<file path="src/core/vccr_defs.svh">
`ifndef VCCR_DEFS_SVH
`define VCCR_DEFS_SVH
// What this block does
// RQ1 - Receive gain upper nibble: earpiece attenuation 0 to -15 dB, 1 dB steps, 0 default.
// RQ2 - Receive gain lower nibble: loudspeaker attenuation 0 to -30 dB in 2 dB steps.
// RQ3 - Tone control upper nibble: tone level 0 to -27 dB, 3 dB steps; higher reserved.
// RQ4 - Tone control bits 3:2 select sources: mute, second, first, both summed.
// RQ5 - Tone control bit 0 routes tone generator to transmit data path; clear is normal.
// RQ6 - Each frequency register holds an 8-bit unsigned number, msb at bit 7.
// RQ7 - Standard range: tone frequency equals register value over 0.128 Hz, about 7.8 Hz step.
// RQ8 - Anticlipping bit 7 selects speaker maximum gain +27 dB or +9 dB; 0 default.
// RQ9 - Anticlipping bit 6 enables automatic anticlipping; cleared at power-on.
// RQ10 - Anticlipping bits 5:4 select threshold -15, -13, -9 or -7 dBm0.
// RQ11 - Anticlipping bits 3:2 select recovery 256, 128, 32 or 16 ms.
// RQ12 - Anticlipping bits 1:0 select tone range standard, halved, doubled; 11 never written.
// RQ13 - Every anticlipping field takes its default at power-on.
// RQ14 - Separate control mode: host supplies 512 kHz, 1.536, 2.048 or 2.56 MHz clock.
// RQ15 - Host programs configuration bits 7:6 at start to match the supplied clock.
// RQ16 - GCI mode: master clock 1.536 or 2.048 MHz only.
// RQ17 - Clock selection defaults to 1.536 MHz; other choices written before power-up.
// RQ18 - Configuration bits 5:4 select companding law; mu-law after power-on.
// RQ19 - Law codes: mu D3/D4, mu bare, A-law even-bit inversion, A-law bare.
// RQ20 - PCM bytes shift in and out most significant bit first.
// RQ21 - Configuration bit 3: delayed timing at 0, non-delayed at 1; ignored in GCI.
// RQ22 - Configuration bit 2: B channels consecutive at 0, two bits apart at 1; ignored in GCI.
// RQ23 - Configuration bit 1: ignore received lsb, transmit lsb slot high impedance.
// RQ24 - Configuration bit 0: loopback retransmits received byte unchanged in transmit slot.
// RQ25 - During loopback no encode or decode, transmit and receive amplifiers muted.
// RQ26 - Tone control bit 1 selects sinewave or squarewave; squarewave at power-on.
// RQ27 - Host writes zero to reserved codes; writes take effect after both bytes.
// RQ28 - Reads return last written value or the power-on default.

// Register numbers carried in the address byte
`define VCCR_ADDR_GENCFG     4'h0
`define VCCR_ADDR_RXGAIN     4'h6
`define VCCR_ADDR_TONECTL    4'h7
`define VCCR_ADDR_FREQ1      4'h8
`define VCCR_ADDR_FREQ2      4'h9
`define VCCR_ADDR_ANTICLIP   4'ha
// Address byte layout
`define VCCR_CMD_READ_BIT    7
`define VCCR_CMD_ADDR_LSB    0
// Reset values
`define VCCR_RST_GENCFG      8'h40
`define VCCR_RST_RXGAIN      8'h00
`define VCCR_RST_TONECTL     8'h00
`define VCCR_RST_FREQ        8'h00
`define VCCR_RST_ANTICLIP    8'h00
// Field positions
`define VCCR_CLKSEL_LSB      6
`define VCCR_LAW_BIT         5
`define VCCR_INV_BIT         4
`define VCCR_TIMING_BIT      3
`define VCCR_FORMAT_BIT      2
`define VCCR_SEVEN_BIT       1
`define VCCR_LOOP_BIT        0
`define VCCR_EAR_LSB         4
`define VCCR_SPK_LSB         0
`define VCCR_TLEVEL_LSB      4
`define VCCR_TONE1_BIT       3
`define VCCR_TONE2_BIT       2
`define VCCR_WAVE_BIT        1
`define VCCR_TONE_TX_BIT     0
`define VCCR_BOOST_BIT       7
`define VCCR_ACE_BIT         6
`define VCCR_THR_LSB         4
`define VCCR_REC_LSB         2
`define VCCR_DOUBLE_BIT      1
`define VCCR_HALF_BIT        0
// Highest legal tone level code
`define VCCR_TLEVEL_MAX      4'h9
`endif

</file>
<file path="src/core/vccr_pkg.sv">
package vccr_pkg;
    typedef enum logic [2:0] {
        VCCR_SP_IDLE = 3'b001,
        VCCR_SP_ADDR = 3'b010,
        VCCR_SP_DATA = 3'b100
    } vccr_sp_state_e;
    typedef logic [7:0] vccr_byte_t;
    typedef logic [2:0] vccr_slot_t;
endpackage

</file>
<file path="src/core/vccr_regs.sv">
`timescale 1ns/10ps
`include "vccr_defs.svh"
module vccr_regs (
    // Clock and reset
    input  wire logic             i_clk,
    input  wire logic             i_rst_b,
    // Serial control channel
    input  wire logic             i_cs_b,
    input  wire logic             i_sclk,
    input  wire logic             i_sdi,
    output logic                  o_sdo,
    output logic                  o_sdo_oe,
    // Mode strap
    input  wire logic             i_gci_mode,
    // PCM receive side
    input  wire logic             i_dr,
    input  wire logic             i_rx_bit_en,
    input  wire logic             i_rx_slot_start,
    // PCM transmit side and decoded receive byte
    input  wire vccr_pkg::vccr_byte_t i_enc_byte,
    input  wire logic             i_tx_bit_en,
    input  wire logic             i_tx_slot_start,
    output logic                  o_dx,
    output logic                  o_dx_oe,
    output vccr_pkg::vccr_byte_t  o_dec_byte,
    output logic                  o_dec_valid,
    // Receive amplifier controls
    output logic [3:0]            o_ear_atten,
    output logic [3:0]            o_spk_atten,
    // Tone generator controls
    output logic [3:0]            o_tone_level,
    output logic                  o_first_tone_enable,
    output logic                  o_second_tone_enable,
    output logic                  o_waveform_select,
    output logic                  o_tone_to_transmit,
    output logic [10:0]           o_first_tone_step,
    output logic [10:0]           o_second_tone_step,
    // Loudspeaker and anticlipping
    output logic                  o_speaker_boost,
    output logic                  o_anticlip_enable,
    output logic [1:0]            o_threshold_sel,
    output logic [1:0]            o_recovery_sel,
    // General configuration
    output logic [1:0]            o_clock_divider_sel,
    output logic                  o_alaw,
    output logic                  o_mu_d3d4,
    output logic                  o_even_bit_invert,
    output logic                  o_non_delayed,
    output logic                  o_format_separated,
    output logic                  o_seven_bit_mode,
    output logic                  o_codec_bypass,
    output logic                  o_amp_mute
);
    import vccr_pkg::*;

    localparam vccr_slot_t SLOT_NONE = 3'h7;

    function automatic vccr_slot_t reg_slot(input logic [3:0] addr);
        unique case (addr)
            `VCCR_ADDR_GENCFG:   reg_slot = 3'h0;
            `VCCR_ADDR_RXGAIN:   reg_slot = 3'h1;
            `VCCR_ADDR_TONECTL:  reg_slot = 3'h2;
            `VCCR_ADDR_FREQ1:    reg_slot = 3'h3;
            `VCCR_ADDR_FREQ2:    reg_slot = 3'h4;
            `VCCR_ADDR_ANTICLIP: reg_slot = 3'h5;
            default:             reg_slot = SLOT_NONE;
        endcase
    endfunction

    // Tone step in 1/0.512 Hz units: standard x4, halved x2, doubled x8
    function automatic logic [10:0] tone_step(input vccr_byte_t f, input logic dbl,
                                              input logic half);
        if (dbl) begin
            tone_step = {f, 3'h0};
        end else if (half) begin
            tone_step = {1'h0, f, 2'h0} >> 1;
        end else begin
            tone_step = {1'h0, f, 2'h0};
        end
    endfunction

    localparam vccr_byte_t RST_VAL [0:5] = '{`VCCR_RST_GENCFG, `VCCR_RST_RXGAIN,
        `VCCR_RST_TONECTL, `VCCR_RST_FREQ, `VCCR_RST_FREQ, `VCCR_RST_ANTICLIP};

    vccr_sp_state_e sp_state_q;
    logic           sclk_q;
    logic [2:0]     bit_cnt_q;
    vccr_byte_t     sp_shift_q;
    vccr_byte_t     sdo_shift_q;
    logic           rd_q;
    vccr_slot_t     slot_q;
    vccr_byte_t     regs_q [0:5];
    logic           sclk_rise;
    logic           sclk_fall;
    vccr_byte_t     rx_byte_d;
    vccr_byte_t     rd_val;
    vccr_slot_t     cmd_slot;

    assign sclk_rise = i_sclk & ~sclk_q;
    assign sclk_fall = ~i_sclk & sclk_q;
    assign rx_byte_d = {sp_shift_q[6:0], i_sdi};
    assign cmd_slot  = reg_slot(rx_byte_d[`VCCR_CMD_ADDR_LSB +: 4]);
    assign rd_val    = (cmd_slot == SLOT_NONE) ? 8'h00 : regs_q[cmd_slot];

    always_ff @(posedge i_clk or negedge i_rst_b) begin
        if (!i_rst_b) begin
            sclk_q <= 1'b0;
        end else begin
            sclk_q <= i_sclk;
        end
    end

    // Control instruction: address byte then data byte, msb first
    always_ff @(posedge i_clk or negedge i_rst_b) begin
        if (!i_rst_b) begin
            sp_state_q  <= VCCR_SP_IDLE;
            bit_cnt_q   <= 3'h0;
            sp_shift_q  <= 8'h00;
            rd_q        <= 1'b0;
            slot_q      <= SLOT_NONE;
        end else if (i_cs_b) begin
            sp_state_q <= VCCR_SP_IDLE;
            bit_cnt_q  <= 3'h0;
        end else begin
            unique case (sp_state_q)
                VCCR_SP_IDLE: begin
                    sp_state_q <= VCCR_SP_ADDR;
                    bit_cnt_q  <= 3'h0;
                end
                VCCR_SP_ADDR: begin
                    if (sclk_rise) begin
                        sp_shift_q <= rx_byte_d;
                        bit_cnt_q  <= bit_cnt_q + 3'h1;
                        if (bit_cnt_q == 3'h7) begin
                            sp_state_q <= VCCR_SP_DATA;
                            rd_q       <= rx_byte_d[`VCCR_CMD_READ_BIT];
                            slot_q     <= cmd_slot;
                        end
                    end
                end
                VCCR_SP_DATA: begin
                    if (sclk_rise) begin
                        sp_shift_q <= rx_byte_d;
                        bit_cnt_q  <= bit_cnt_q + 3'h1;
                        if (bit_cnt_q == 3'h7) begin
                            sp_state_q <= VCCR_SP_ADDR;
                        end
                    end
                end
            endcase
        end
    end

    // Register bank, committed only once the second byte is complete
    generate
        for (genvar g = 0; g < 6; g++) begin : g_reg
            always_ff @(posedge i_clk or negedge i_rst_b) begin
                if (!i_rst_b) begin
                    regs_q[g] <= RST_VAL[g]; // RQ1 RQ13 RQ17 RQ18
                end else if (!i_cs_b && sp_state_q == VCCR_SP_DATA && sclk_rise
                             && bit_cnt_q == 3'h7 && !rd_q
                             && slot_q == vccr_slot_t'(g)) begin
                    regs_q[g] <= rx_byte_d; // RQ27
                end
            end
        end
    endgenerate

    // Read data leaves msb first: msb on the last address rise, later bits changing on each falling clock edge
    always_ff @(posedge i_clk or negedge i_rst_b) begin
        if (!i_rst_b) begin
            sdo_shift_q <= 8'h00;
            o_sdo       <= 1'b0;
            o_sdo_oe    <= 1'b0;
        end else if (i_cs_b) begin
            o_sdo_oe <= 1'b0;
        end else if (sp_state_q == VCCR_SP_ADDR && sclk_rise && bit_cnt_q == 3'h7) begin
            sdo_shift_q <= {rd_val[6:0], 1'b0}; // RQ28
            o_sdo       <= rd_val[7];
            o_sdo_oe    <= rx_byte_d[`VCCR_CMD_READ_BIT];
        end else if (sp_state_q == VCCR_SP_DATA && sclk_fall) begin
            o_sdo       <= sdo_shift_q[7];
            sdo_shift_q <= {sdo_shift_q[6:0], 1'b0};
        end else if (sp_state_q == VCCR_SP_ADDR && sclk_fall) begin
            // Fall after the last data bit ends the read byte
            o_sdo_oe <= 1'b0; // RQ28
        end
    end

    // Decoded controls
    vccr_byte_t cfg;
    vccr_byte_t rxg;
    vccr_byte_t tct;
    vccr_byte_t acl;
    assign cfg = regs_q[0];
    assign rxg = regs_q[1];
    assign tct = regs_q[2];
    assign acl = regs_q[5];

    always_ff @(posedge i_clk or negedge i_rst_b) begin
        if (!i_rst_b) begin
            o_ear_atten          <= 4'h0;
            o_spk_atten          <= 4'h0;
            o_tone_level         <= 4'h0;
            o_first_tone_enable  <= 1'b0;
            o_second_tone_enable <= 1'b0;
            o_waveform_select    <= 1'b0;
            o_tone_to_transmit   <= 1'b0;
            o_first_tone_step    <= 11'h000;
            o_second_tone_step   <= 11'h000;
        end else begin
            o_ear_atten          <= rxg[`VCCR_EAR_LSB +: 4]; // RQ1
            o_spk_atten          <= rxg[`VCCR_SPK_LSB +: 4]; // RQ2
            // Reserved level codes hold at the deepest legal attenuation
            o_tone_level         <= (tct[`VCCR_TLEVEL_LSB +: 4] > `VCCR_TLEVEL_MAX) ?
                                    `VCCR_TLEVEL_MAX : tct[`VCCR_TLEVEL_LSB +: 4]; // RQ3
            o_first_tone_enable  <= tct[`VCCR_TONE1_BIT]; // RQ4
            o_second_tone_enable <= tct[`VCCR_TONE2_BIT]; // RQ4
            o_waveform_select    <= tct[`VCCR_WAVE_BIT]; // RQ26
            o_tone_to_transmit   <= tct[`VCCR_TONE_TX_BIT]; // RQ5
            o_first_tone_step    <= tone_step(regs_q[3], acl[`VCCR_DOUBLE_BIT],
                                              acl[`VCCR_HALF_BIT]); // RQ6 RQ7 RQ12
            o_second_tone_step   <= tone_step(regs_q[4], acl[`VCCR_DOUBLE_BIT],
                                              acl[`VCCR_HALF_BIT]); // RQ6 RQ7 RQ12
        end
    end

    always_ff @(posedge i_clk or negedge i_rst_b) begin
        if (!i_rst_b) begin
            o_speaker_boost     <= 1'b0;
            o_anticlip_enable   <= 1'b0;
            o_threshold_sel     <= 2'h0;
            o_recovery_sel      <= 2'h0;
            o_clock_divider_sel <= 2'h1;
            o_alaw              <= 1'b0;
            o_mu_d3d4           <= 1'b1;
            o_even_bit_invert   <= 1'b0;
            o_non_delayed       <= 1'b0;
            o_format_separated  <= 1'b0;
            o_seven_bit_mode    <= 1'b0;
            o_codec_bypass      <= 1'b0;
            o_amp_mute          <= 1'b0;
        end else begin
            o_speaker_boost     <= acl[`VCCR_BOOST_BIT]; // RQ8
            o_anticlip_enable   <= acl[`VCCR_ACE_BIT]; // RQ9
            o_threshold_sel     <= acl[`VCCR_THR_LSB +: 2]; // RQ10
            o_recovery_sel      <= acl[`VCCR_REC_LSB +: 2]; // RQ11
            o_clock_divider_sel <= cfg[`VCCR_CLKSEL_LSB +: 2]; // RQ15
            o_alaw              <= cfg[`VCCR_LAW_BIT]; // RQ18
            o_mu_d3d4           <= !cfg[`VCCR_LAW_BIT] && !cfg[`VCCR_INV_BIT]; // RQ19
            o_even_bit_invert   <= cfg[`VCCR_LAW_BIT] && !cfg[`VCCR_INV_BIT]; // RQ19
            o_non_delayed       <= cfg[`VCCR_TIMING_BIT] && !i_gci_mode; // RQ21
            o_format_separated  <= cfg[`VCCR_FORMAT_BIT] && !i_gci_mode; // RQ22
            o_seven_bit_mode    <= cfg[`VCCR_SEVEN_BIT]; // RQ23
            o_codec_bypass      <= cfg[`VCCR_LOOP_BIT]; // RQ25
            o_amp_mute          <= cfg[`VCCR_LOOP_BIT]; // RQ25
        end
    end

    // PCM receive slot, msb first
    vccr_byte_t rx_sh_q;
    vccr_byte_t loop_byte_q;
    logic [3:0] rx_cnt_q;
    vccr_byte_t rx_full;
    assign rx_full = {rx_sh_q[6:0], i_dr};

    always_ff @(posedge i_clk or negedge i_rst_b) begin
        if (!i_rst_b) begin
            rx_sh_q     <= 8'h00;
            rx_cnt_q    <= 4'h8;
            loop_byte_q <= 8'h00;
            o_dec_byte  <= 8'h00;
            o_dec_valid <= 1'b0;
        end else begin
            o_dec_valid <= 1'b0;
            if (i_rx_slot_start) begin
                rx_cnt_q <= 4'h0;
            end else if (i_rx_bit_en && rx_cnt_q != 4'h8) begin
                rx_sh_q  <= rx_full; // RQ20
                rx_cnt_q <= rx_cnt_q + 4'h1;
                if (rx_cnt_q == 4'h7) begin
                    if (cfg[`VCCR_LOOP_BIT]) begin
                        loop_byte_q <= rx_full; // RQ24
                    end else begin
                        o_dec_byte  <= {rx_full[7:1],
                                        rx_full[0] & ~cfg[`VCCR_SEVEN_BIT]}; // RQ23
                        o_dec_valid <= 1'b1; // RQ25
                    end
                end
            end
        end
    end

    // PCM transmit slot, msb first
    vccr_byte_t tx_sh_q;
    logic [3:0] tx_left_q;
    vccr_byte_t tx_src;
    assign tx_src = cfg[`VCCR_LOOP_BIT] ? loop_byte_q : i_enc_byte; // RQ24

    always_ff @(posedge i_clk or negedge i_rst_b) begin
        if (!i_rst_b) begin
            tx_sh_q   <= 8'h00;
            tx_left_q <= 4'h0;
            o_dx      <= 1'b0;
            o_dx_oe   <= 1'b0;
        end else if (i_tx_slot_start) begin
            tx_sh_q   <= {tx_src[6:0], 1'b0};
            tx_left_q <= 4'h7;
            o_dx      <= tx_src[7]; // RQ20
            o_dx_oe   <= 1'b1;
        end else if (i_tx_bit_en) begin
            if (tx_left_q == 4'h0) begin
                o_dx_oe <= 1'b0;
            end else begin
                o_dx      <= tx_sh_q[7];
                tx_sh_q   <= {tx_sh_q[6:0], 1'b0};
                tx_left_q <= tx_left_q - 4'h1;
                o_dx_oe   <= !(cfg[`VCCR_SEVEN_BIT] && tx_left_q == 4'h1); // RQ23
            end
        end
    end
endmodule

</file>
<file path="config.mk">
export PLATFORM = sky130hd
export DESIGN_NAME = vccr_regs
export DESIGN_NICKNAME = d
export VERILOG_FILES = /design/src/core/vccr_pkg.sv /design/src/core/vccr_regs.sv
export VERILOG_INCLUDE_DIRS = /design/src /design/src/core
export SDC_FILE = /design/constraint.sdc
export NUM_CORES = 1
export LEC_CHECK = 0
export BUFFER_PORTS_ARGS = -buffer_cell sky130_fd_sc_hd__buf_2
export CAP_MARGIN = 20
export CORE_ASPECT_RATIO = 0.6
export CORE_MARGIN = 2
export CORE_UTILIZATION = 54
export CTS_BUF_LIST = sky130_fd_sc_hd__clkbuf_8
export CTS_CLUSTER_SIZE = 30
export DETAILED_ROUTE_END_ITERATION = 8
export PLACE_DENSITY = 0.78
export SYNTH_ARGS = -nofsm -noshare
export SYNTH_HDL_FRONTEND = slang
export SYNTH_SLANG_ARGS = --single-unit
</file>
<file path="constraint.sdc">
create_clock -name i_clk -period 2 [get_ports i_clk]
set_clock_uncertainty 0.2 [all_clocks]
set_input_delay 0.5 -clock i_clk [delete_from_list [all_inputs] [get_ports i_clk]]
set_output_delay 0.5 -clock i_clk [all_outputs]
set_load 0.1 [all_outputs]
</file>
---- After elaboration in Yosys (flattened, before gate mapping) ----
Index checks and enable logic that the tools add are counted.
cells by class
  $mul .................................... 0
  reductions and logical operators ........ 43
  bitwise operators ....................... 10
  mux-type cells .......................... 46
  add/sub/neg operators ................... 3
  shift-type cells ........................ 0
  $lt $le $gt $ge ......................... 2
  equal/unequal tests ..................... 25
  div/mod/pow operators ................... 0
operators by type and width
  operator               count
  $mux W8                9
  $bmux W8 S3            1
  $mux W4                6
  $mux W11               2
  $mux W3                7
  $logic_and A1 B1 Y1    20
  $mux W10               2
  $pmux W3 S6            1
  $mux W1                16
  $reduce_and A4 Y1      4
  $eq A3 B3 Y1 const B   5
  $eq A4 B3 Y1 const B   3
  $eq A4 B4 Y1 const B   3
  $ne A3 B3 Y1 const B   4
  $eq A3 B2 Y1 const B   3
  $pmux W3 S3            1
  $logic_not A4 Y1       2
  $reduce_and A2 Y1      4
  $eq A3 B1 Y1 const B   2
  $logic_not A1 Y1       6
  $not A1 Y1             6
  $pmux W3 S2            1
  $reduce_bool A2 Y1     3
  $add A4 B1 Y4 const B  1
  other kinds (15)       17
word-level totals
  bits in writable memories ............... 0
  logic and storage cells ................. 174
  output and inout port bits .............. 67
  memory bits (read-only) ................. 0
  register bits after elaboration ......... 171
  latch bits .............................. 0
  memories ................................ 0

---- Logic depth before layout (Yosys ltp) ----
Gate-level depths: netlist of the first run.
  depth after elaboration ................. 8
  mapped depth ............................ 8

---- Least setup slack after synthesis of the first run ----
OpenSTA, ideal clock, no wires.
  kind .................................... flip-flop to flip-flop
  from .................................... register bit_cnt_q[0]
  to ...................................... register regs_q[10] in the netlist's numbering
  stages on the path, launching flop included .. 9
  setup time .............................. 0.125 ns
  clock period less this slack ............ 2.215 ns
  data arrival time ....................... 1.890 ns
  setup slack ............................. -0.215 ns
  data required time ...................... 1.675 ns
  cell sequence ........................... dfrtp_1 > ha_1 > ha_1 > and3b_1 > buf_6 > nand3_4 > or4b_1 > buf_6 > mux2_4
on the way
  longest elaborated chain between the ends .. 4
RTL lines
  what                              line              source
  start: declaration                vccr_regs.sv:87   logic [2:0] bit_cnt_q;
  start signal: assignment          vccr_regs.sv:133  bit_cnt_q <= bit_cnt_q + 3'h1;
  start signal: assignment          vccr_regs.sv:144  bit_cnt_q <= bit_cnt_q + 3'h1;
  $eq A3 B3 Y1                      vccr_regs.sv:161  && bit_cnt_q == 3'h7 && !rd_q
  $logic_and A1 B1 Y1 (2 in a row)  vccr_regs.sv:161
  $logic_and A1 B1 Y1               vccr_regs.sv:162  && slot_q == vccr_slot_t'(g)) begin
  end signal: indexed assignment    vccr_regs.sv:159  regs_q[g] <= RST_VAL[g];
  end signal: indexed assignment    vccr_regs.sv:163  regs_q[g] <= rx_byte_d;
  end: declaration                  vccr_regs.sv:92   vccr_byte_t regs_q [0:5];
Every way passes these cells.
A chain may end at the register's enable or synchronous reset.

---- Worst setup path after layout of the first run ----
  from .................................... register bit_cnt_q[0]
  to ...................................... register regs_q, in the netlist cfg[0]
The elaborated chain is that of the path after synthesis.

==> metrics.md, run 1 <==
| Metric | Value |
|---|---|
| Nets | `713` |
| Synth warn | `0` |
| Root cell of the clock tree | `clkbuf_8` |
| DRC errors left | `0` |
| Routed WL | `16,200 µm` |
| Fmax | `0.440 GHz` |
| CP Data Required Time | `2150 ps` |
| Worst slew pin tran | `512 ps` |
| Gate power share | `10.7%` |
| Slowest cell on crit path | `or4b_4` |
| Longest Clk Path Bufs | `2` |
| Post-synth ARST share | `100%` |
| Diode count | `0` |
| Die area | `14,400 µm²` |
| Most common cell in the synthesized netlist | `dfrtp_1` |
| RSZ-0062 raised after global routing | `true` |
| Leading post-synthesis cells by cell area | `dfrtp_1, mux2_2, mux2i_1, mux2_4, dfstp_2` |
| Die X | `154 µm` |
| Detailed Route Iter0 Violations | `352` |
| Pre-Repair DR Iteration Count | `5` |
| Power Density | `744 nW/µm²` |
| Vias in the first global route | `4,884` |
| Register area share after synthesis | `57.7%` |
| # Max-Cap Violations | `0` |
| Family with the most delay on the worst path | `simple AND/OR/NAND/NOR gates` |
| CP Cell Sequence | `ha_1 -> ha_1 -> and3b_2 -> nand3_4 -> or4b_4 -> buf_8 -> mux2_4` |
| Int Pwr | `4.78 mW` |
| Synthesized area | `7260 µm²` |
| Share of the synthesized area in the top cell type | `54.8%` |
| Number of clock sinks | `167` |
| Crit path max fanout | `8` |
| Placed cell count | `827` |
| Commonest cells in the netlist | `dfrtp_1, mux2_2, mux2i_1` |
| WS Path Type | `reg2reg` |
| Slew Limit Fails | `0` |
| Ys flop type | `dfrtp_1` |
| Switching share of power | `27.6%` |
| Later-pin clock latency in the skew report | `470 ps` |
| Startpoint types | `flip-flop` |
| Post-synth EDFFs | `0` |
| Drt wl/cell | `18.6 µm` |
| Reg clk slew, reported paths | `90 ps` |
| Critical Path AT | `2420 ps` |
| Hold Path Class | `in2reg` |
| Layout cell share with drive strength beyond 1 | `43.9%` |
| Clock Power Share | `34.7%` |
| First-pass GRT wire length | `26,100 µm` |
| DIE HEIGHT | `93.8 µm` |
| Final setup vio count | `57` |
| Total GRT Usage | `23.7%` |
| Worst relative slew slack | `65.0%` |
| Initial Utilization | `56.0%` |
| Post-Layout Cell Count | `870` |
| Avg Cell Area, Syn | `13.0 µm²` |
| Busiest grt layer | `met1` |
| Vias | `4,869` |
| FF+latch count, synth | `167` |
| GPL Wtd Cong | `0.889` |
| Peak VDD IR | `0.504 mV` |
| Critical Path Max Stage Delay | `500 ps` |
| Final Worst Setup Slack | `-275 ps` |
| CTS Buf Count | `17` |
| Synth Instances | `558` |
| Synthesis-to-layout area growth | `22.2%` |
| Total overflow reported by the global router | `0` |
| Via/cell ratio | `5.60` |
| Status | `complete, but fails checks` |
| Crit share post-route | `114%` |
| Antenna-violating nets left | `0` |
| Met1 Usage GRT | `34.5%` |
| Count of cell types in the netlist | `57` |
| Most frequent CP cell | `ha_1` |
| Setup crit end kind | `flip-flop` |
| Static leakage | `4.42 nW` |
| Met3 usage | `7.01%` |
| Initial antenna violation count | `0` |
| CTS tree | `done` |
| # rows | `32` |
| Violated checks | `negative setup slack` |
| Met2 Usage GRT | `33.9%` |
| Sw Pwr | `1.82 mW` |
| Max H-tree Level | `4` |
| WP buf/inv | `1` |
| Seq pwr share | `54.5%` |
| I/O pins | `86` |
| Core Box Area | `13,000 µm²` |
| Fin crit period | `2280 ps` |
| Post-DP HPWL | `10,900 µm` |
| Sum of negative setup slack | `-11,250 ps` |
| Port bufs | `83` |
| Final Hold Viols | `0` |
| Cell taking the most area after synthesis | `dfrtp_1` |
| Largest net degree at the start of global routing | `50` |
[layer usage]
metal  wire [µm]  part of all wire (%)  vias to the layer above
met5           0                     0                        -
met1        7790                    48                     2464
met2        7070                    44                      146
met4         238                   1.5                        0
li1            -                     -                     2234
met3        1060                   6.5                       25
[area by class of cell]
class / instances / area [µm²]
Inverter: 9 / 33.8
Timing Repair Buffer: 147 / 1070
Clock buffer: 17 / 234
Multi-Input combinational cell: 345 / 3000
Fill cell: 915 / 4100
Clock inverter: 15 / 128
Tap cell: 170 / 213
Sequential cell: 167 / 4190
[cell usage in the layout, fill, tap and decap left out, types with 17 or more instances in the layout]
master and instances:
nor2_1 28, mux2_4 28, mux2_2 52, nand2_1 21, buf_4 47, clkbuf_8 17
o21ai_0 23, dfrtp_1 157, buf_2 71, mux2i_1 46
[stage by stage]
stage          cell area, µm²  utilization [%]  setup slack, ps  total power [mW]  hold WS [ps]
2_1_floorplan            7280                -             -215              3.98          4.41
6_report                 8870             68.4             -275              6.60          42.2
3_5_place_dp             8180             63.0             -258              4.32           178
5_1_grt                  8870             68.4             -334              6.85          24.7
4_1_cts                  8710             67.2             -239              6.61          17.5
3_3_place_gp             8180             63.0             -235              4.29           173
[kinds of logic (layout without fill, tap and decap cells)]
logic type	count (synthesis)	after routing	synth area share [%]
simple gates	130	130	10.5
compound gates	73	73	6.57
buf+inv	47	188	3.15
xor+xnor	7	7	0.844
mux	126	126	20.0
other cells	1	2	0.0516
fa+ha+maj	7	7	1.21
flops	167	167	57.7
[path summary, 6_finish.rpt]
| path | cells past startpoint | start | slack, ps | endpoint |
|---|---|---|---|---|
| max | 7 | bit_cnt_q[0] | -280 | cfg[0] |
| min | 2 | i_sclk | 40 | sclk_q |
| max reg2reg | 7 | bit_cnt_q[0] | -280 | cfg[0] |
| min reg2reg | 0 | cfg[6] | 190 | o_clock_divider_sel[0] |
| max in group asynchronous | 3 | i_rst_b | 630 | rx_cnt_q[3] |
| min in group asynchronous | 2 | i_rst_b | 330 | o_first_tone_step[10] |
[sequential cells by signal, indices dropped and copies added (netlist names), 7 cells and up]
name	count
rx_sh_q	7
sp_shift_q	7
loop_byte_q	8
o_first_tone_step	10
regs_q	16
sdo_shift_q	7
o_second_tone_step	10
rxg	8
o_dec_byte	8
tct	8
tx_sh_q	7
cfg	8
acl	8
[power by group through the flow]
| stage | clock network, mW | logic [mW] | registers [mW] |
|---|---|---|---|
| after floorplan | 0 | 0.353 | 3.63 |
| after detailed placement | 0 | 0.662 | 3.66 |
| after CTS | 2.32 | 0.692 | 3.59 |
| final | 2.29 | 0.708 | 3.60 |
| after global routing | 2.47 | 0.770 | 3.62 |
| after global placement | 0 | 0.636 | 3.65 |
[what timing repair did]
item / in CTS / in global routing
hold buffers: 2 / 0
buffers inserted: 5 / 4
gates resized for setup: 26 / 43
gates cloned: 1 / 0
endpoints found under the hold margin: 45 / 0
pin swaps: 1 / 5
endpoints found under the setup margin: 67 / 75
No activity file was read; power rests on OpenSTA's default activity.
==> run 2: changes to the inputs <==
- CORE_UTILIZATION: 54 -> 35
- HOLD_SLACK_MARGIN: not set -> 0.08
- PLACE_DENSITY: 0.78 -> 0.54
- TNS_END_PERCENT: not set -> 30
==> metrics.md, run 2 (synthesis results as in run 1) <==
| Metric | Value |
|---|---|
| Crit share post-route | `113% (-1.2 points)` |
| # rows | `40 (+25%)` |
| Commonest non-fill, non-tap cell in the layout | `dfrtp_1` |
| Total GRT Usage | `15.9% (-7.8 points)` |
| Reg clk slew, reported paths | `90 ps (about the same)` |
| Register area | `4190 µm² (about the same)` |
| Die X | `190 µm (+24%)` |
| Slew Limit Fails | `0 (unchanged)` |
| Later-pin clock latency in the skew report | `460 ps (about the same)` |
| Final setup vio count | `56 (-1.8%)` |
| CTS tree | `done` |
| Power Density | `739 nW/µm² (-0.66%)` |
| Via/cell ratio | `4.80 (-14%)` |
| CP Data Required Time | `2140 ps (about the same)` |
| DIE HEIGHT | `116 µm (+23%)` |
| Detailed Route Iter0 Violations | `293 (-17%)` |
| Final Hold Viols | `0 (unchanged)` |
| Die area | `22,000 µm² (+52%)` |
| Setup crit end kind | `flip-flop` |
| Number of clock sinks | `167 (unchanged)` |
| Critical Path AT | `2390 ps (-30 ps)` |
| Max reg flops | `16 (unchanged)` |
| Initial Utilization | `36.0% (-20 points)` |
| Largest net degree at the start of global routing | `85 (+70%)` |
| Port bufs | `83 (unchanged)` |
| Routed WL | `16,500 µm (+1.9%)` |
| Design area | `8920 µm² (+0.52%)` |
| First-pass GRT wire length | `26,600 µm (+1.7%)` |
| Synthesis-to-layout area growth | `22.9%` |
| Placed Area | `8350 µm² (+2.1%)` |
| Startpoint types | `flip-flop` |
| Vias in the first global route | `4,778 (-2.2%)` |
| Layout cell share with drive strength beyond 1 | `42.2% (-1.7 points)` |
| CTS Buf Count | `17 (unchanged)` |
| # Max-Cap Violations | `0 (unchanged)` |
| Total overflow reported by the global router | `0 (unchanged)` |
| Minimum hold slack | `126 ps (+83.7 ps)` |
| Biggest regs | `regs_q: 16 flops, o_first_tone_step: 10 flops, o_second_tone_step: 10 flops` |
| Hold Path Class | `in2reg` |
| Sum of negative setup slack | `-9070 ps (+2180 ps)` |
| WS Path Type | `reg2reg` |
| Nets | `715 (+0.28%)` |
| DRC errors left | `0 (unchanged)` |
| Initial antenna violation count | `1 (+1)` |
| Peak VDD IR | `0.389 mV (-23%)` |
| Crit path max fanout | `8 (unchanged)` |
| Fmax | `0.444 GHz (+1.0%)` |
| Drt wl/cell | `16.9 µm (-9.1%)` |
| Vias | `4,676 (-4.0%)` |
| Status | `complete, but fails checks` |
| Post-DP HPWL | `11,700 µm (+7.7%)` |
| RSZ-0062 raised after global routing | `true` |
| Longest Clk Path Bufs | `2 (unchanged)` |
| Max H-tree Level | `4 (unchanged)` |
| Fillers | `1,859 (+100%)` |
| Final Worst Setup Slack | `-251 ps (+23.6 ps)` |
| Core Box Area | `20,200 µm² (+55%)` |
| Largest Register | `regs_q` |
| Antenna-violating nets left | `0 (unchanged)` |
| Static leakage | `4.41 nW (-0.39%)` |
| GPL Wtd Cong | `0.846 (-4.8%)` |
| Area taken by multi-input logic gates | `2920 µm² (-2.6%)` |
| Pre-Repair DR Iteration Count | `4 (-1)` |
| Diode count | `0 (unchanged)` |
| I/O pins | `86 (unchanged)` |
| Fin crit period | `2250 ps (-23.6 ps)` |
| Violated checks | `negative setup slack` |
| Most frequent cells in the layout | `dfrtp_1, buf_2, mux2_2` |
| Root cell of the clock tree | `clkbuf_8` |
==> run 2: cell types whose count changed in the layout (fill, tap and decap cells not counted), moves of 3 or more <==
cell	before	now
o31ai_1	3	8
o21ai_0	23	27
mux2_4	28	24
o21ai_1	6	2
mux2_2	52	56
dlygate4sd3_1	2	5
o31ai_2	5	2
==> run 2: worst max-delay path, cell delays in order (launching register included) <==
cell and delay, ps:
dfrtp_1 380, ha_1 150, ha_1 130, and3b_2 210, nand3_4 90, or4b_4 500, buf_8 170, mux2_4 300
==> run 2: path summary, 6_finish.rpt <==
check / end / slack, ps / startpoint / depth (start not counted)
worst max-delay path: cfg[1] / -250 / bit_cnt_q[1] / 7
worst min-delay path: loop_byte_q[0] / 130 / i_dr / 2
min in group asynchronous: regs_q[22] / 220 / i_rst_b / 2
max in group asynchronous: rx_cnt_q[3] / 680 / i_rst_b / 3
worst min register to register: o_clock_divider_sel[0] / 180 / cfg[6] / 0
worst max register to register: cfg[1] / -250 / bit_cnt_q[1] / 7
==> run 2: power by group <==
part / internal, mW / switching (mW)
clock: 0.992 / 1.29
combinational: 0.318 / 0.388
sequential: 3.48 / 0.120
==> run 2: per-stage QoR <==
| step | util (%) | worst slack [ps] | instances | total power, mW |
|---|---|---|---|---|
| after detailed placement | 41.4 | -299 | 936 | 4.36 |
| after floorplan | - | -215 | 559 | 3.98 |
| after CTS | 43.9 | -275 | 973 | 6.69 |
| after global routing | 44.2 | -343 | 975 | 6.92 |
| final | 44.2 | -251 | 975 | 6.59 |
| after global placement | 41.4 | -253 | 936 | 4.33 |
==> run 2: final cells by class <==
type	instances	share of cell area (%)
flip-flops and latches	167	47.0
multi-input cells	345	32.8
repair buffers	149	12.0
well taps	273	3.83
clock buffers	17	2.62
clock inverters	15	1.44
inverters	9	0.379
==> run 2: metal layers <==
layer	track usage (%)	up-vias	share of wire (%)	wire length (µm)
met4	4.29	0	0.88	144
li1	-	2242	-	-
met3	3.94	11	4.9	806
met1	25.0	2328	53	8780
met2	21.5	95	41	6720
met5	0	-	0	0
==> run 2: timing repair <==
item / 4_1_cts / 5_1_grt
pin swaps: 1 / 3
gates resized for setup: 24 / 24
endpoints found under the hold margin: 169 / 0
setup endpoints to repair: 66 / 97
hold buffers: 5 / 0
setup buffers: 0 / 3
==> run 3: changes to the inputs <==
- BUFFER_PORTS_ARGS: -buffer_cell sky130_fd_sc_hd__buf_2 -> not set
- DONT_BUFFER_PORTS: not set -> 1
- PLACE_DENSITY: 0.54 -> 0.49
- clock period: 2 -> 2.5 ns (I/O delays scaled with it)
==> metrics.md, run 3 (synthesis results as in run 1) <==
| Metric | Value |
|---|---|
| Nets | `644 (-9.9%)` |
| Initial Utilization | `36.0% (unchanged)` |
| Initial antenna violation count | `0 (-1)` |
| Root cell of the clock tree | `clkbuf_8` |
| # Max-Cap Violations | `0 (unchanged)` |
| Core Box Area | `20,200 µm² (unchanged)` |
| Start of the worst register-to-register path | `sp_shift_q[1]` |
| Reg clk slew, reported paths | `90 ps (about the same)` |
| Slowest cell on crit path | `dfrtp_1` |
| Overall Power | `5.74 mW (-13%)` |
| Layout cell share with drive strength beyond 1 | `33.3% (-8.9 points)` |
| Most frequent cells in the layout | `dfrtp_1, buf_4, mux2_2` |
| Hold Path Class | `in2async` |
| Peak VDD IR | `0.311 mV (-20%)` |
| Critical Path AT | `2480 ps (+90 ps)` |
| GPL Wtd Cong | `0.813 (-3.9%)` |
| Post-place setup slack | `158 ps (+457 ps)` |
| RSZ-0062 raised after global routing | `false` |
| Worst slew pin tran | `927 ps` |
| Total overflow reported by the global router | `0 (unchanged)` |
| CP Data Required Time | `2650 ps (+510 ps)` |
| Register area | `4190 µm² (unchanged)` |
| Number of clock sinks | `167 (unchanged)` |
| Setup crit end kind | `flip-flop` |
| Diode count | `0 (unchanged)` |
| Routed WL | `16,800 µm (+2.4%)` |
| Later-pin clock latency in the skew report | `440 ps (-20 ps)` |
| Static leakage | `4.08 nW (-7.3%)` |
| Worst relative slew slack | `38.2%` |
| Fin crit period | `2330 ps (+78.1 ps)` |
| First-pass GRT wire length | `26,800 µm (+1.0%)` |
| Slew Limit Fails | `0 (unchanged)` |
| Final Hold Viols | `167 (+167)` |
| Die X | `190 µm (unchanged)` |
| Drt wl/cell | `18.6 µm (+10%)` |
| I/O pins | `86 (unchanged)` |
| Vias in the first global route | `4,536 (-5.1%)` |
| Total GRT Usage | `16.2% (+0.30 points)` |
| CTS tree | `done` |
| Fmax | `0.429 GHz (-3.4%)` |
| Sum of negative setup slack | `0 ps (+9070 ps)` |
| Crit path max fanout | `21 (+13)` |
| Synthesis-to-layout area growth | `17.6%` |
| Status | `complete, but fails checks` |
| Vias | `4,491 (-4.0%)` |
| Die area | `22,000 µm² (unchanged)` |
| Post-Layout Cell Count | `904 (-7.3%)` |
| Critical Path Max Stage Delay | `630 ps (+130 ps)` |
| Commonest non-fill, non-tap cell in the layout | `dfrtp_1` |
| Fillers | `1,896 (+2.0%)` |
| Pre-Repair DR Iteration Count | `4 (unchanged)` |
| Final core utilization | `42.3% (-1.9 points)` |
| Largest Register | `regs_q` |
| Post-CTS Hold Buffers | `5 (unchanged)` |
| CTS Buf Count | `17 (unchanged)` |
| Setup Fix Bufs, Post-CTS | `0 (unchanged)` |
| CP Cell Sequence | `or3b_2 -> a21oi_1 -> a2111oi_0 -> o31ai_1` |
| Port bufs | `0 (-100%)` |
| Via/cell ratio | `4.97 (+3.6%)` |
| Violated checks | `negative hold slack` |
| Post-DP HPWL | `11,600 µm (-1.4%)` |
| Biggest regs | `regs_q: 16 flops, o_first_tone_step: 10 flops, o_second_tone_step: 10 flops` |
| Startpoint types | `flip-flop` |
| Crit share post-route | `93.2% (-19 points)` |
| Longest Clk Path Bufs | `2 (unchanged)` |
| Max H-tree Level | `4 (unchanged)` |
| Placed cell count | `867 (-7.4%)` |
| DRC errors left | `0 (unchanged)` |
| Power Density | `672 nW/µm² (-9.1%)` |
| Area taken by multi-input logic gates | `2850 µm² (-2.6%)` |
| Minimum hold slack | `-320 ps (-446 ps)` |
| Largest net degree at the start of global routing | `168 (+98%)` |
| Final Worst Setup Slack | `170 ps (+422 ps)` |
| Antenna-violating nets left | `0 (unchanged)` |
| Placed Area | `7970 µm² (-4.6%)` |
| DIE HEIGHT | `116 µm (unchanged)` |
| WS Path Type | `reg2reg` |
| Setup crit start | `sp_shift_q[1]` |
| # rows | `40 (unchanged)` |
| Detailed Route Iter0 Violations | `306 (+4.4%)` |
| Design area | `8540 µm² (-4.3%)` |
| Final setup vio count | `0 (-100%)` |
| Max reg flops | `16 (unchanged)` |
[run 3: cell types whose count changed in the layout (fill, tap and decap cells not counted), moves of 3 or more]
cell       previous run  this run
bufinv_16             1         7
buf_6                 9         0
buf_2                71         0
buf_4                49        72
clkbuf_4              8         0
clkinv_2              5         2
a2111oi_0             1         5
a2111oi_1             3         0
buf_12                6         1
[run 3: worst paths after layout]
kind                                          end  cells after the start  slack (ps)
max in group asynchronous  o_clock_divider_sel[0]                      0        2080
min in group i_clk                 loop_byte_q[0]                      1         120
max                                sdo_shift_q[7]                      4         170
min                                 sp_shift_q[3]                      0        -320
max reg2reg                        sdo_shift_q[7]                      4         170
min reg2reg                o_clock_divider_sel[0]                      0         200
[run 3: report_power, final]
part,leakage (nW),internal (mW),switching [mW],total [mW]
Clock,0.260,1.43,1.03,2.46
Sequential,2.25,2.78,0.133,2.91
Combinational,1.58,0.164,0.195,0.360
Total,4.08,4.38,1.36,5.74
[run 3: per-layer routing]
layer  global-route usage, %  wire length, µm  vias up
met5                       0                0        -
met3                    4.60             1090        4
met4                    4.65               85        0
met2                    22.1             6870       91
met1                    24.7             8800     2310
li1                        -                -     2086
[run 3: repair_timing]
action	4_1_cts	5_1_grt
resized for setup	0	0
endpoints found under the hold margin	190	167
endpoints found under the setup margin	0	0
[run 3: critical path, delay by kind of cell, from the launching register on]
family,cells,cell delay (ps)
flops,1,630
compound gates,3,870
simple gates,1,540
[run 3: area by class of cell]
type / count / share of cell area, %
Clock buffer: 18 / 2.90
Clock inverter: 14 / 3.12
Inverter: 9 / 0.396
Multi-Input combinational cell: 345 / 33.3
Sequential cell: 167 / 49.1
Tap cell: 273 / 4.00
Timing Repair Buffer: 78 / 7.15
